==> src/hdl/alfc_map.svh <==
// Purpose: register offsets, field positions, reset values and timing counts
// Assumes: plain register port, byte offsets one word apart
// Notes:   definitions only
`ifndef ALFC_MAP_SVH
`define ALFC_MAP_SVH

`define ALFC_ADDR_W           8
`define ALFC_OFS_THIRD_POLE   8'h00
`define ALFC_OFS_LOCK_CFG     8'h04
`define ALFC_OFS_THRESH       8'h08
`define ALFC_OFS_VCO_CAL      8'h0c
`define ALFC_OFS_IRQ_STATUS   8'h10
`define ALFC_OFS_IRQ_CLEAR    8'h14
`define ALFC_OFS_IRQ_ENABLE   8'h18
`define ALFC_OFS_LOCK_STATUS  8'h1c

`define ALFC_RST_THIRD_POLE   8'h37
`define ALFC_RST_LOCK_CFG     16'h0180
`define ALFC_RST_THRESH       8'h88
`define ALFC_THIRD_POLE_MASK  8'hf7
`define ALFC_LOCK_CFG_MASK    16'h03ff

`define ALFC_TP_BYPASS        7
`define ALFC_TP_RES_HI        6
`define ALFC_TP_RES_LO        4
`define ALFC_TP_CAP_HI        2
`define ALFC_TP_CAP_LO        0

`define ALFC_LC_RAW_ROUTE     9
`define ALFC_LC_PRECISION     8
`define ALFC_LC_TIMER_HI      7
`define ALFC_LC_TIMER_LO      6
`define ALFC_LC_STICKY        5
`define ALFC_LC_CAL_GATE      4
`define ALFC_LC_DISABLE       3
`define ALFC_LC_FILT_HI       2
`define ALFC_LC_FILT_LO       0

`define ALFC_TH_HIGH_HI       7
`define ALFC_TH_HIGH_LO       4
`define ALFC_TH_LOW_HI        3
`define ALFC_TH_LOW_LO        0

`define ALFC_VC_FAIL          7
`define ALFC_VC_DONE          6

`define ALFC_IRQ_LOL          0

`define ALFC_CNT_W            16
`define ALFC_DEB_CYC_1        16'd570
`define ALFC_DEB_CYC_2        16'd5700
`define ALFC_DEB_CYC_3        16'd57000

`endif

==> src/hdl/alfc_pkg.sv <==
// Purpose: shared types of the loop-filter and lock control block
// Assumes: constants live in alfc_map.svh
// Notes:   packed structs carry the analog trim groups
package alfc_pkg;

	typedef struct packed {
		logic       bypass;
		logic [2:0] resistor_sel;
		logic [2:0] capacitor_sel;
	} alfc_third_pole_t;

	typedef struct packed {
		logic       precision_en;
		logic [3:0] precision_high_threshold;
		logic [3:0] precision_low_threshold;
		logic [2:0] filter_res_sel;
		logic       detector_en;
	} alfc_lock_trim_t;

	typedef struct packed {
		logic       fail;
		logic       done;
		logic [5:0] band;
	} alfc_vco_cal_t;

	typedef enum logic [1:0] {
		ALFC_DEB_NONE,
		ALFC_DEB_SHORT,
		ALFC_DEB_MID,
		ALFC_DEB_LONG
	} alfc_deb_sel_t;

	typedef enum {
		ALFC_ST_UNLOCKED,
		ALFC_ST_COUNTING,
		ALFC_ST_LOCKED
	} alfc_lock_state_t;

endpackage

==> src/hdl/alfc_ctrl.sv <==
// Purpose: control and status registers of an analog PLL loop filter and lock detector
// Assumes: raw lock and calibration inputs come from the analog side, asynchronous
// Notes:   one clock, asynchronous active-high reset
// Function
// - 3-bit third-pole resistor select, reset 0x3
// - 3-bit third-pole capacitor select, reset 0x7
// - raw-route bit puts undebounced selected lock on the status pin
// - precision enable, reset 1, chooses window-threshold lock detector
// - debounce interval 0, 570, 5700 or 57000 cycles, reset code 2
// - one-time select holds lock once asserted; else real-time
// - calibration gating: detector after calibration, or during and after
// - detector disable forces lock asserted
// - 3-bit lock-detect filter resistor select, reset 0
// - 4-bit precision low threshold, reset 0x8
// - 4-bit precision high threshold, reset 0x8
// - read-only calibration done bit
// - read-only calibration fail bit, valid when done
// - read-only 6-bit VCO band, valid when done
// - sticky loss-of-lock flag on locked-to-unlocked, write 1 clears
//
// Design decisions made here: the register offsets and the address-and-strobe port.
`timescale 1ns/10ps
`include "alfc_map.svh"

module alfc_ctrl
	import alfc_pkg::*;
(
	// clock and reset
	input  wire logic                     I_CLOCK,
	input  wire logic                     I_RST,
	// register port
	input  wire logic [`ALFC_ADDR_W-1:0]  I_ADDR,
	input  wire logic [31:0]              I_WDATA,
	input  wire logic                     I_WR,
	input  wire logic                     I_RD,
	output logic      [31:0]              O_RDATA,
	// analog lock detectors and calibration
	input  wire logic                     I_LOCK_ORIGINAL,
	input  wire logic                     I_LOCK_PRECISION,
	input  wire logic                     I_CAL_DONE,
	input  wire logic                     I_CAL_FAIL,
	input  wire logic [5:0]               I_CAL_BAND,
	// analog trims
	output alfc_third_pole_t              O_THIRD_POLE,
	output alfc_lock_trim_t               O_LOCK_TRIM,
	// lock and interrupt
	output logic                          O_LOCK,
	output logic                          O_IRQ
);

	logic [7:0]       third_pole_filter_cfg;
	logic [15:0]      lock_detector_cfg;
	logic [7:0]       lock_threshold_cfg;
	logic [7:0]       irq_enable;
	logic             lol_flag;
	logic [9:0]       sync_a;
	logic [9:0]       sync_b;
	logic             raw_sel;
	logic             det_enabled;
	logic             raw_qual;
	logic [`ALFC_CNT_W-1:0] deb_cnt;
	logic [`ALFC_CNT_W-1:0] deb_target;
	alfc_lock_state_t state;
	alfc_lock_state_t next_state;
	logic             proc_lock;
	logic             lock_status;
	logic             lock_status_d;
	logic             wr_hit_clear;
	alfc_vco_cal_t    vco_cal;

	function automatic logic hit(input logic [`ALFC_ADDR_W-1:0] a,
		input logic [`ALFC_ADDR_W-1:0] ofs);
		hit = (a == ofs);
	endfunction

	function automatic logic [`ALFC_CNT_W-1:0] deb_cycles(input logic [1:0] code);
		case (alfc_deb_sel_t'(code))
			ALFC_DEB_NONE:  deb_cycles = '0;
			ALFC_DEB_SHORT: deb_cycles = `ALFC_DEB_CYC_1;
			ALFC_DEB_MID:   deb_cycles = `ALFC_DEB_CYC_2;
			default:        deb_cycles = `ALFC_DEB_CYC_3;
		endcase
	endfunction

	// two-stage synchronisers for analog inputs
	always_ff @(posedge I_CLOCK or posedge I_RST) begin
		if (I_RST) begin
			sync_a <= '0;
			sync_b <= '0;
		end else begin
			sync_a <= {I_CAL_BAND, I_CAL_FAIL, I_CAL_DONE, I_LOCK_PRECISION, I_LOCK_ORIGINAL};
			sync_b <= sync_a;
		end
	end

	assign vco_cal.fail = sync_b[3];
	assign vco_cal.done = sync_b[2];
	assign vco_cal.band = sync_b[9:4];

	// third-pole register, writable fields only
	always_ff @(posedge I_CLOCK or posedge I_RST) begin
		if (I_RST) begin
			third_pole_filter_cfg <= `ALFC_RST_THIRD_POLE;
		end else if (I_WR && hit(I_ADDR, `ALFC_OFS_THIRD_POLE)) begin
			third_pole_filter_cfg <= I_WDATA[7:0] & `ALFC_THIRD_POLE_MASK;
		end
	end

	always_ff @(posedge I_CLOCK or posedge I_RST) begin
		if (I_RST) begin
			lock_detector_cfg <= `ALFC_RST_LOCK_CFG;
		end else if (I_WR && hit(I_ADDR, `ALFC_OFS_LOCK_CFG)) begin
			lock_detector_cfg <= I_WDATA[15:0] & `ALFC_LOCK_CFG_MASK;
		end
	end

	always_ff @(posedge I_CLOCK or posedge I_RST) begin
		if (I_RST) begin
			lock_threshold_cfg <= `ALFC_RST_THRESH;
		end else if (I_WR && hit(I_ADDR, `ALFC_OFS_THRESH)) begin
			lock_threshold_cfg <= I_WDATA[7:0];
		end
	end

	always_ff @(posedge I_CLOCK or posedge I_RST) begin
		if (I_RST) begin
			irq_enable <= '0;
		end else if (I_WR && hit(I_ADDR, `ALFC_OFS_IRQ_ENABLE)) begin
			irq_enable <= I_WDATA[7:0];
		end
	end

	always_ff @(posedge I_CLOCK or posedge I_RST) begin
		if (I_RST) begin
			O_THIRD_POLE <= '0;
		end else begin
			O_THIRD_POLE.bypass        <= third_pole_filter_cfg[`ALFC_TP_BYPASS];
			O_THIRD_POLE.resistor_sel  <=
				third_pole_filter_cfg[`ALFC_TP_RES_HI:`ALFC_TP_RES_LO];
			O_THIRD_POLE.capacitor_sel <=
				third_pole_filter_cfg[`ALFC_TP_CAP_HI:`ALFC_TP_CAP_LO];
		end
	end

	always_ff @(posedge I_CLOCK or posedge I_RST) begin
		if (I_RST) begin
			O_LOCK_TRIM <= '0;
		end else begin
			O_LOCK_TRIM.precision_en <= lock_detector_cfg[`ALFC_LC_PRECISION];
			O_LOCK_TRIM.precision_high_threshold <=
				lock_threshold_cfg[`ALFC_TH_HIGH_HI:`ALFC_TH_HIGH_LO];
			O_LOCK_TRIM.precision_low_threshold <=
				lock_threshold_cfg[`ALFC_TH_LOW_HI:`ALFC_TH_LOW_LO];
			O_LOCK_TRIM.filter_res_sel <=
				lock_detector_cfg[`ALFC_LC_FILT_HI:`ALFC_LC_FILT_LO];
			O_LOCK_TRIM.detector_en <= det_enabled;
		end
	end

	// precision window detector or original detector
	assign raw_sel = lock_detector_cfg[`ALFC_LC_PRECISION] ? sync_b[1] : sync_b[0];

	assign det_enabled = !lock_detector_cfg[`ALFC_LC_DISABLE] &&
		(lock_detector_cfg[`ALFC_LC_CAL_GATE] || vco_cal.done);
	assign raw_qual = det_enabled && raw_sel;

	assign deb_target = deb_cycles(lock_detector_cfg[`ALFC_LC_TIMER_HI:`ALFC_LC_TIMER_LO]);

	always_ff @(posedge I_CLOCK or posedge I_RST) begin
		if (I_RST) begin
			deb_cnt <= '0;
		end else if (state == ALFC_ST_COUNTING && raw_qual) begin
			deb_cnt <= deb_cnt + `ALFC_CNT_W'(1);
		end else begin
			deb_cnt <= '0;
		end
	end

	always_comb begin
		next_state = state;
		case (state)
			ALFC_ST_UNLOCKED: begin
				if (raw_qual) begin
					next_state = (deb_target == '0) ? ALFC_ST_LOCKED : ALFC_ST_COUNTING;
				end
			end
			ALFC_ST_COUNTING: begin
				if (!raw_qual) begin
					next_state = ALFC_ST_UNLOCKED;
				end else if (deb_cnt + `ALFC_CNT_W'(1) >= deb_target) begin
					next_state = ALFC_ST_LOCKED;
				end
			end
			ALFC_ST_LOCKED: begin
				if (!raw_qual && !lock_detector_cfg[`ALFC_LC_STICKY]) begin
					next_state = ALFC_ST_UNLOCKED;
				end
			end
			default: next_state = ALFC_ST_UNLOCKED;
		endcase
	end

	always_ff @(posedge I_CLOCK or posedge I_RST) begin
		if (I_RST) begin
			state <= ALFC_ST_UNLOCKED;
		end else begin
			state <= next_state;
		end
	end

	assign proc_lock = (state == ALFC_ST_LOCKED);

	assign lock_status = lock_detector_cfg[`ALFC_LC_DISABLE] || proc_lock;

	always_ff @(posedge I_CLOCK or posedge I_RST) begin
		if (I_RST) begin
			O_LOCK <= 1'b0;
		end else if (lock_detector_cfg[`ALFC_LC_RAW_ROUTE]) begin
			O_LOCK <= raw_sel;
		end else begin
			O_LOCK <= lock_status;
		end
	end

	always_ff @(posedge I_CLOCK or posedge I_RST) begin
		if (I_RST) begin
			lock_status_d <= 1'b0;
		end else begin
			lock_status_d <= lock_status;
		end
	end

	assign wr_hit_clear = I_WR && hit(I_ADDR, `ALFC_OFS_IRQ_CLEAR) &&
		I_WDATA[`ALFC_IRQ_LOL];

	// sticky loss of lock, set beats clear
	always_ff @(posedge I_CLOCK or posedge I_RST) begin
		if (I_RST) begin
			lol_flag <= 1'b0;
		end else if (lock_status_d && !lock_status) begin
			lol_flag <= 1'b1;
		end else if (wr_hit_clear) begin
			lol_flag <= 1'b0;
		end
	end

	assign O_IRQ = lol_flag && irq_enable[`ALFC_IRQ_LOL];

	// read data, one cycle after the strobe
	always_ff @(posedge I_CLOCK or posedge I_RST) begin
		if (I_RST) begin
			O_RDATA <= '0;
		end else if (I_RD) begin
			case (I_ADDR)
				`ALFC_OFS_THIRD_POLE:  O_RDATA <= {24'h0, third_pole_filter_cfg};
				`ALFC_OFS_LOCK_CFG:    O_RDATA <= {16'h0, lock_detector_cfg};
				`ALFC_OFS_THRESH:      O_RDATA <= {24'h0, lock_threshold_cfg};
				`ALFC_OFS_VCO_CAL:     O_RDATA <= {24'h0, vco_cal};
				`ALFC_OFS_IRQ_STATUS:  O_RDATA <= {31'h0, lol_flag};
				`ALFC_OFS_IRQ_ENABLE:  O_RDATA <= {24'h0, irq_enable};
				`ALFC_OFS_LOCK_STATUS: O_RDATA <= {30'h0, raw_sel, lock_status};
				default:               O_RDATA <= '0;
			endcase
		end else begin
			O_RDATA <= '0;
		end
	end

endmodule

==> config.mk <==
export PLATFORM = sky130hd
export DESIGN_NAME = alfc_ctrl
export DESIGN_NICKNAME = d
export VERILOG_FILES = /design/src/hdl/alfc_pkg.sv /design/src/hdl/alfc_ctrl.sv
export VERILOG_INCLUDE_DIRS = /design/src /design/src/hdl
export SDC_FILE = /design/constraint.sdc
export NUM_CORES = 1
export LEC_CHECK = 0
export ABC_AREA = 0
export BUFFER_PORTS_ARGS = -buffer_cell sky130_fd_sc_hd__buf_4
export CAP_MARGIN = 20
export CELL_PAD_IN_SITES_DETAIL_PLACEMENT = 1
export CELL_PAD_IN_SITES_GLOBAL_PLACEMENT = 2
export CORE_ASPECT_RATIO = 1.5
export CORE_MARGIN = 2
export CORE_UTILIZATION = 38
export DETAILED_ROUTE_END_ITERATION = 6
export PLACE_DENSITY = 0.93
export SLEW_MARGIN = 20
export SYNTH_ARGS = -nofsm -noshare
export SYNTH_HDL_FRONTEND = slang
export SYNTH_SLANG_ARGS = --single-unit
export TNS_END_PERCENT = 30
==> constraint.sdc <==
create_clock -name I_CLOCK -period 4.7 [get_ports I_CLOCK]
set_input_delay 0.47 -clock I_CLOCK [delete_from_list [all_inputs] [get_ports I_CLOCK]]
set_output_delay 0.47 -clock I_CLOCK [all_outputs]
set_load 0.02 [all_outputs]
After elaboration in Yosys (flattened, before gate mapping). Cells that the tools add are included.

Add/sub/neg operators: 1. $lt $le $gt $ge: 1. Equal/unequal tests: 16. Multiplexer cells: 14. Reduce and logical (&&, ||, !) cells: 24.

Operator list (number): 2-to-1 mux 32 bit (5); one-hot mux 32 bit (3 select lines) (1); one-hot mux 10 bit (7 select lines) (1); == test 32 x 2 -> 1 bit (second input constant) (2); one-hot mux 16 bit (3 select lines) (1); == test 32 x 1 -> 1 bit (second input constant) (1); == test 32 x 3 -> 1 bit (second input constant) (1); == test 8 x 5 -> 1 bit (second input constant) (4); zero test 32 bit (1); adder 16 x 1 -> 16 bit (second input constant) (1); == test 8 x 4 -> 1 bit (second input constant) (2); >= comparator 16 bit (1); zero test 16 bit (1); 2-to-1 mux 16 bit (1); logical AND 1 bit (12); == test 8 x 3 -> 1 bit (second input constant) (1); zero test 8 bit (1); zero test 1 bit (4); 2-to-1 mux 1 bit (4); != test 2 bit (second input constant) (2); != test 3 bit (second input constant) (1); AND reduction 3 bit (1); == test 2 x 1 -> 1 bit (second input constant) (1); == test 2 bit (second input constant) (1); other kinds (4) (5).

Register bits: 156. Bits of input ports: 54. Output and inout port bits: 54. Word-level logic and storage cells: 76.

Depth between registers and ports, before layout.
Depth after elaboration: 7. Mapped depth: 12. Gate-level depth less buffers: 12.

Worst setup path after synthesis. No wires, ideal clock.

Kind: register -> register. Start: register deb_cnt[0]. End: register state[1]. Library setup time: 0.127 ns. Arrival time: 2.317 ns. Data required time: 4.573 ns. Slack: 2.255 ns. Stages on the path, launching flop included: 11. Buffers on the path: 0. Period minus slack after synthesis: 2.445 ns. Cells stage by stage: dfrtp_1 > nand2_1 > nor3_1 > xor2_1 > ha_1 > a2111oi_0 > o21ai_0 > a31oi_1 > o211ai_1 > a31oi_1 > nor3_1.

Word-level cells in the longest chain between the ends: 4.

RTL lines: start: declaration (line alfc_ctrl.sv:61) `` logic [`ALFC_CNT_W-1:0] deb_cnt; ``; start signal: assignment (line alfc_ctrl.sv:173) `` deb_cnt <= deb_cnt + `ALFC_CNT_W'(1); ``; adder 16 x 1 -> 16 bit (line alfc_ctrl.sv:190) `` end else if (deb_cnt + `ALFC_CNT_W'(1) >= deb_target) begin ``; >= comparator 16 bit (line alfc_ctrl.sv:190); != test 3 bit (no source line); AND reduction 3 bit (no source line); end signal: assignment (line alfc_ctrl.sv:207) `state <= next_state;`; end: declaration (line alfc_ctrl.sv:63) `alfc_lock_state_t state;`.

No other way between the ends. A chain may end at the register's enable or synchronous reset.

Worst setup path after layout. Same ends and word-level chain as after synthesis.

==> key figures <==
Placement
  – Final GP Congestion: 0.849
  – DPL Wire Length: 7380 µm
  – IO Port Bufs: 63
  – Pre-CTS setup slack: about 1.5 ns
  – Dpl cells: roughly 550

GRT
  – First-pass GRT wire length: 16200 µm
  – GRT overflow: 0
  – Vias in the first global route: 3104
  – Initial antenna violation count: 0
  – Largest net degree at the start of global routing: 62
  – Overall Global Routing Usage: between 10% and 20%

Yosys
  – Distinct cells, synth: 46
  – Yosys reg bits: 104
  – Yosys Warn Count: 0
  – Netlist Area Pre-Place: 4370 µm²
  – Seq/Total Area, Yosys: 59.8%
  – Commonest cells in the netlist: 95 x dfrtp_1, 33 x mux2_2, 23 x buf_4
  – Share of the synthesized area in the top cell type: between 50% and 60%
  – Largest cells by area after synthesis: dfrtp_1 54%, mux2_2 8.5%, dfstp_2 5.4%
  – Top_reg_cell synth: dfrtp_1
  – Post-synth top area cell: dfrtp_1
  – Ys async rst share: 100%
  – Post-synthesis cell count: 340
  – Avg Inst Size Synth: 12.8 µm²
  – Top-count cell post-synth: dfrtp_1
  – EDFF count, synth: 0

Clock network
  – Post-cts gate resize count: 0
  – Skew-Pair Late Insertion Delay: 0.35 ns
  – Bufs on Longest Clock Path: 2
  – Clock buffer count from CTS: 9
  – Clock-pin slew on the worst setup and hold paths: 0.07 ns
  – CTS tree: built
  – H-tree levels: 3
  – Clock sinks: between 100 and 150
  – Setup Buffers After CTS: 0
  – # hold bufs at CTS: 0
  – Root Driver: clkbuf_16

Critical path
  – Beginning of the worst register-to-register path: deb_cnt[0]
  – CP Launch Type: register
  – CP Capture Type: register
  – Crit path max fanout: 5
  – Crit path from: deb_cnt[0]
  – Req. time, crit path: 4.92 ns
  – Data arrival, critical path: 3.47 ns
  – CP Class: reg -> reg

STA
  – Endpoints failing hold: 0
  – Worst setup margin: 1.45 ns
  – Final Critical Period: about 3.2 ns
  – Final setup viols: 0
  – Hold slack final: 0.221 ns
  – Final TNS setup: 0 ns
  – Slew @ Worst Pin: 0.745 ns
  – Slew Limit Fails: 0
  – Unrepaired setup endpoints after global routing: no
  – Fmax: 308 MHz
  – Tcrit/Tclk final: 69.1%
  – Skew final: 0.00678 ns
  – Normalized max-slew margin: 50.0%

Die
  – Die height: 135 µm
  – I/O pin count: about 110
  – CORE AREA: 11400 µm²
  – Die footprint: 12400 µm²
  – Rows: 48
  – Die Wd: 91.5 µm
  – Starting Density: between 30% and 40%

Power and ir drop
  – Int Pwr: 1.46 mW
  – Sequential power share: roughly 50%
  – Switch share: 23.4%
  – Net switching power: 0.444 mW
  – Comb pwr share: around 7.2%
  – VDD IR max: 0.200 mV
  – PwrDens: 361 nW/µm²
  – Clock Power Share: 42.9%
  – Leakage: approximately 2.5 nW

Layout
  – Final Core Density: 46.3%
  – Layout area overhead: 20.4%
  – # nets final: between 400 and 500
  – Share of post-route cells with drive strength above 1: 32.5%
  – Final cell count without fillers: 565
  – FILL cells: 1181
  – Inserted Diodes: 0

Detailed routing
  – Drt pass-1 iters: 5
  – Wire length per cell: 17.9 µm
  – Via count: 2851
  – DRC viols: 0
  – Drt initial violations: 104
  – Detail Route Antenna Nets: 0
  – Via/cell ratio: just over 5
  – Total wire length: a little over 10000 µm

Min path
  – Hold Startpoint: I_CAL_BAND[5]
  – Hold Crit Class: in -> reg

Job
  – Max Cap Viol: 0

Status
  – Outcome: completed
critical path, stage by stage, from the launching register on:
cell and delay [ns]:
dfrtp_1 0.40, nand2_1 0.11, nor3_1 0.62, xor2_1 0.21, ha_1 0.39, a2111oi_0 0.47
o21ai_0 0.19, a31oi_1 0.19, o211ai_1 0.12, a31oi_1 0.31, nor3_1 0.10
cell families after synthesis:
logic type	Yosys count	synth area share, %
flip-flops	104	59.8
AND/OR/NAND/NOR	85	10.6
AO/OA/AOI/OAI	48	7.85
multiplexers	37	9.54
buffers and inverters	37	5.24
adder cells (fa/ha/maj)	14	4.01
XOR/XNOR	14	2.81
other	1	0.0859
area by class of cell:
class / instances / area (µm²) / area share (%)
multi-input cells: 220 / 1600 / 30.5
inverters: 10 / 40.0 / 0.761
clock inverters: 7 / 100 / 1.90
well taps: 150 / 188 / 3.57
clock buffers: 9 / 225 / 4.28
flip-flops and latches: 104 / 2610 / 49.7
repair buffers: 65 / 488 / 9.28
cells in the final DEF (no fill, tap or decap), drive strengths merged, types with 2 or more instances in the layout:
cell type  count
nor2          20
a211oi         2
a21oi         12
nand2         21
xor2           5
mux2          34
a31oi          2
nor2b         11
o21ai          2
nor3           6
and3           7
dfrtp         95
dfstp          9
ha            14
clkinv         2
bufinv         2
a22oi          9
o211ai         2
nand3         10
mux2i          3
nand4          4
conb          22
and2           2
a222oi         5
o21a           2
buf           65
nor4           2
clkbuf         9
a21o           5
xnor2          9
inv           13
per-stage QoR:
step                      cell area [µm²]  total power [mW]
after floorplan                      4450              1.06
after global placement               4930              1.10
after detailed placement             4930              1.10
after CTS                            5260              1.92
after global routing                 5260              1.97
final                                5260              1.90
power by group through the flow:
stage                     clock network [mW]  registers (mW)  logic, mW
final                                  0.815           0.949      0.137
after CTS                              0.831           0.949      0.140
after detailed placement                   0           0.966      0.139
after floorplan                            0           0.972     0.0835
after global placement                     0           0.964      0.134
after global routing                   0.871           0.952      0.150
state kept, by name (all words and copies together), names as in the netlist, 2 cells and up:
register and count:
irq_enable 8, sync_b 10, deb_cnt 16, lock_detector_cfg 10, O_LOCK_TRIM 13, state 2, third_pole_filter_cfg 7, sync_a 10
O_RDATA 10, lock_threshold_cfg 8, O_THIRD_POLE 7
per-layer routing:
| layer | GRT usage [%] | vias up | part of all wire (%) |
|---|---|---|---|
| met5 | 0 | - | 0 |
| met4 | 7.66 | 0 | 2.4 |
| met3 | 3.39 | 16 | 3.5 |
| met2 | 31.5 | 58 | 57 |
| met1 | 19.1 | 1482 | 38 |
| li1 | - | 1295 | - |
final timing paths:
path	endpoint	slack (ns)	cells after the start
max	state[1]	1.45	10
max reg2reg	state[1]	1.45	10
max in group asynchronous	lock_threshold_cfg[7]	3.40	3
min	sync_a[9]	0.22	1
min in group asynchronous	deb_cnt[12]	0.26	2
min reg2reg	sync_b[6]	0.35	0
No activity file was read; power rests on OpenSTA's default activity.
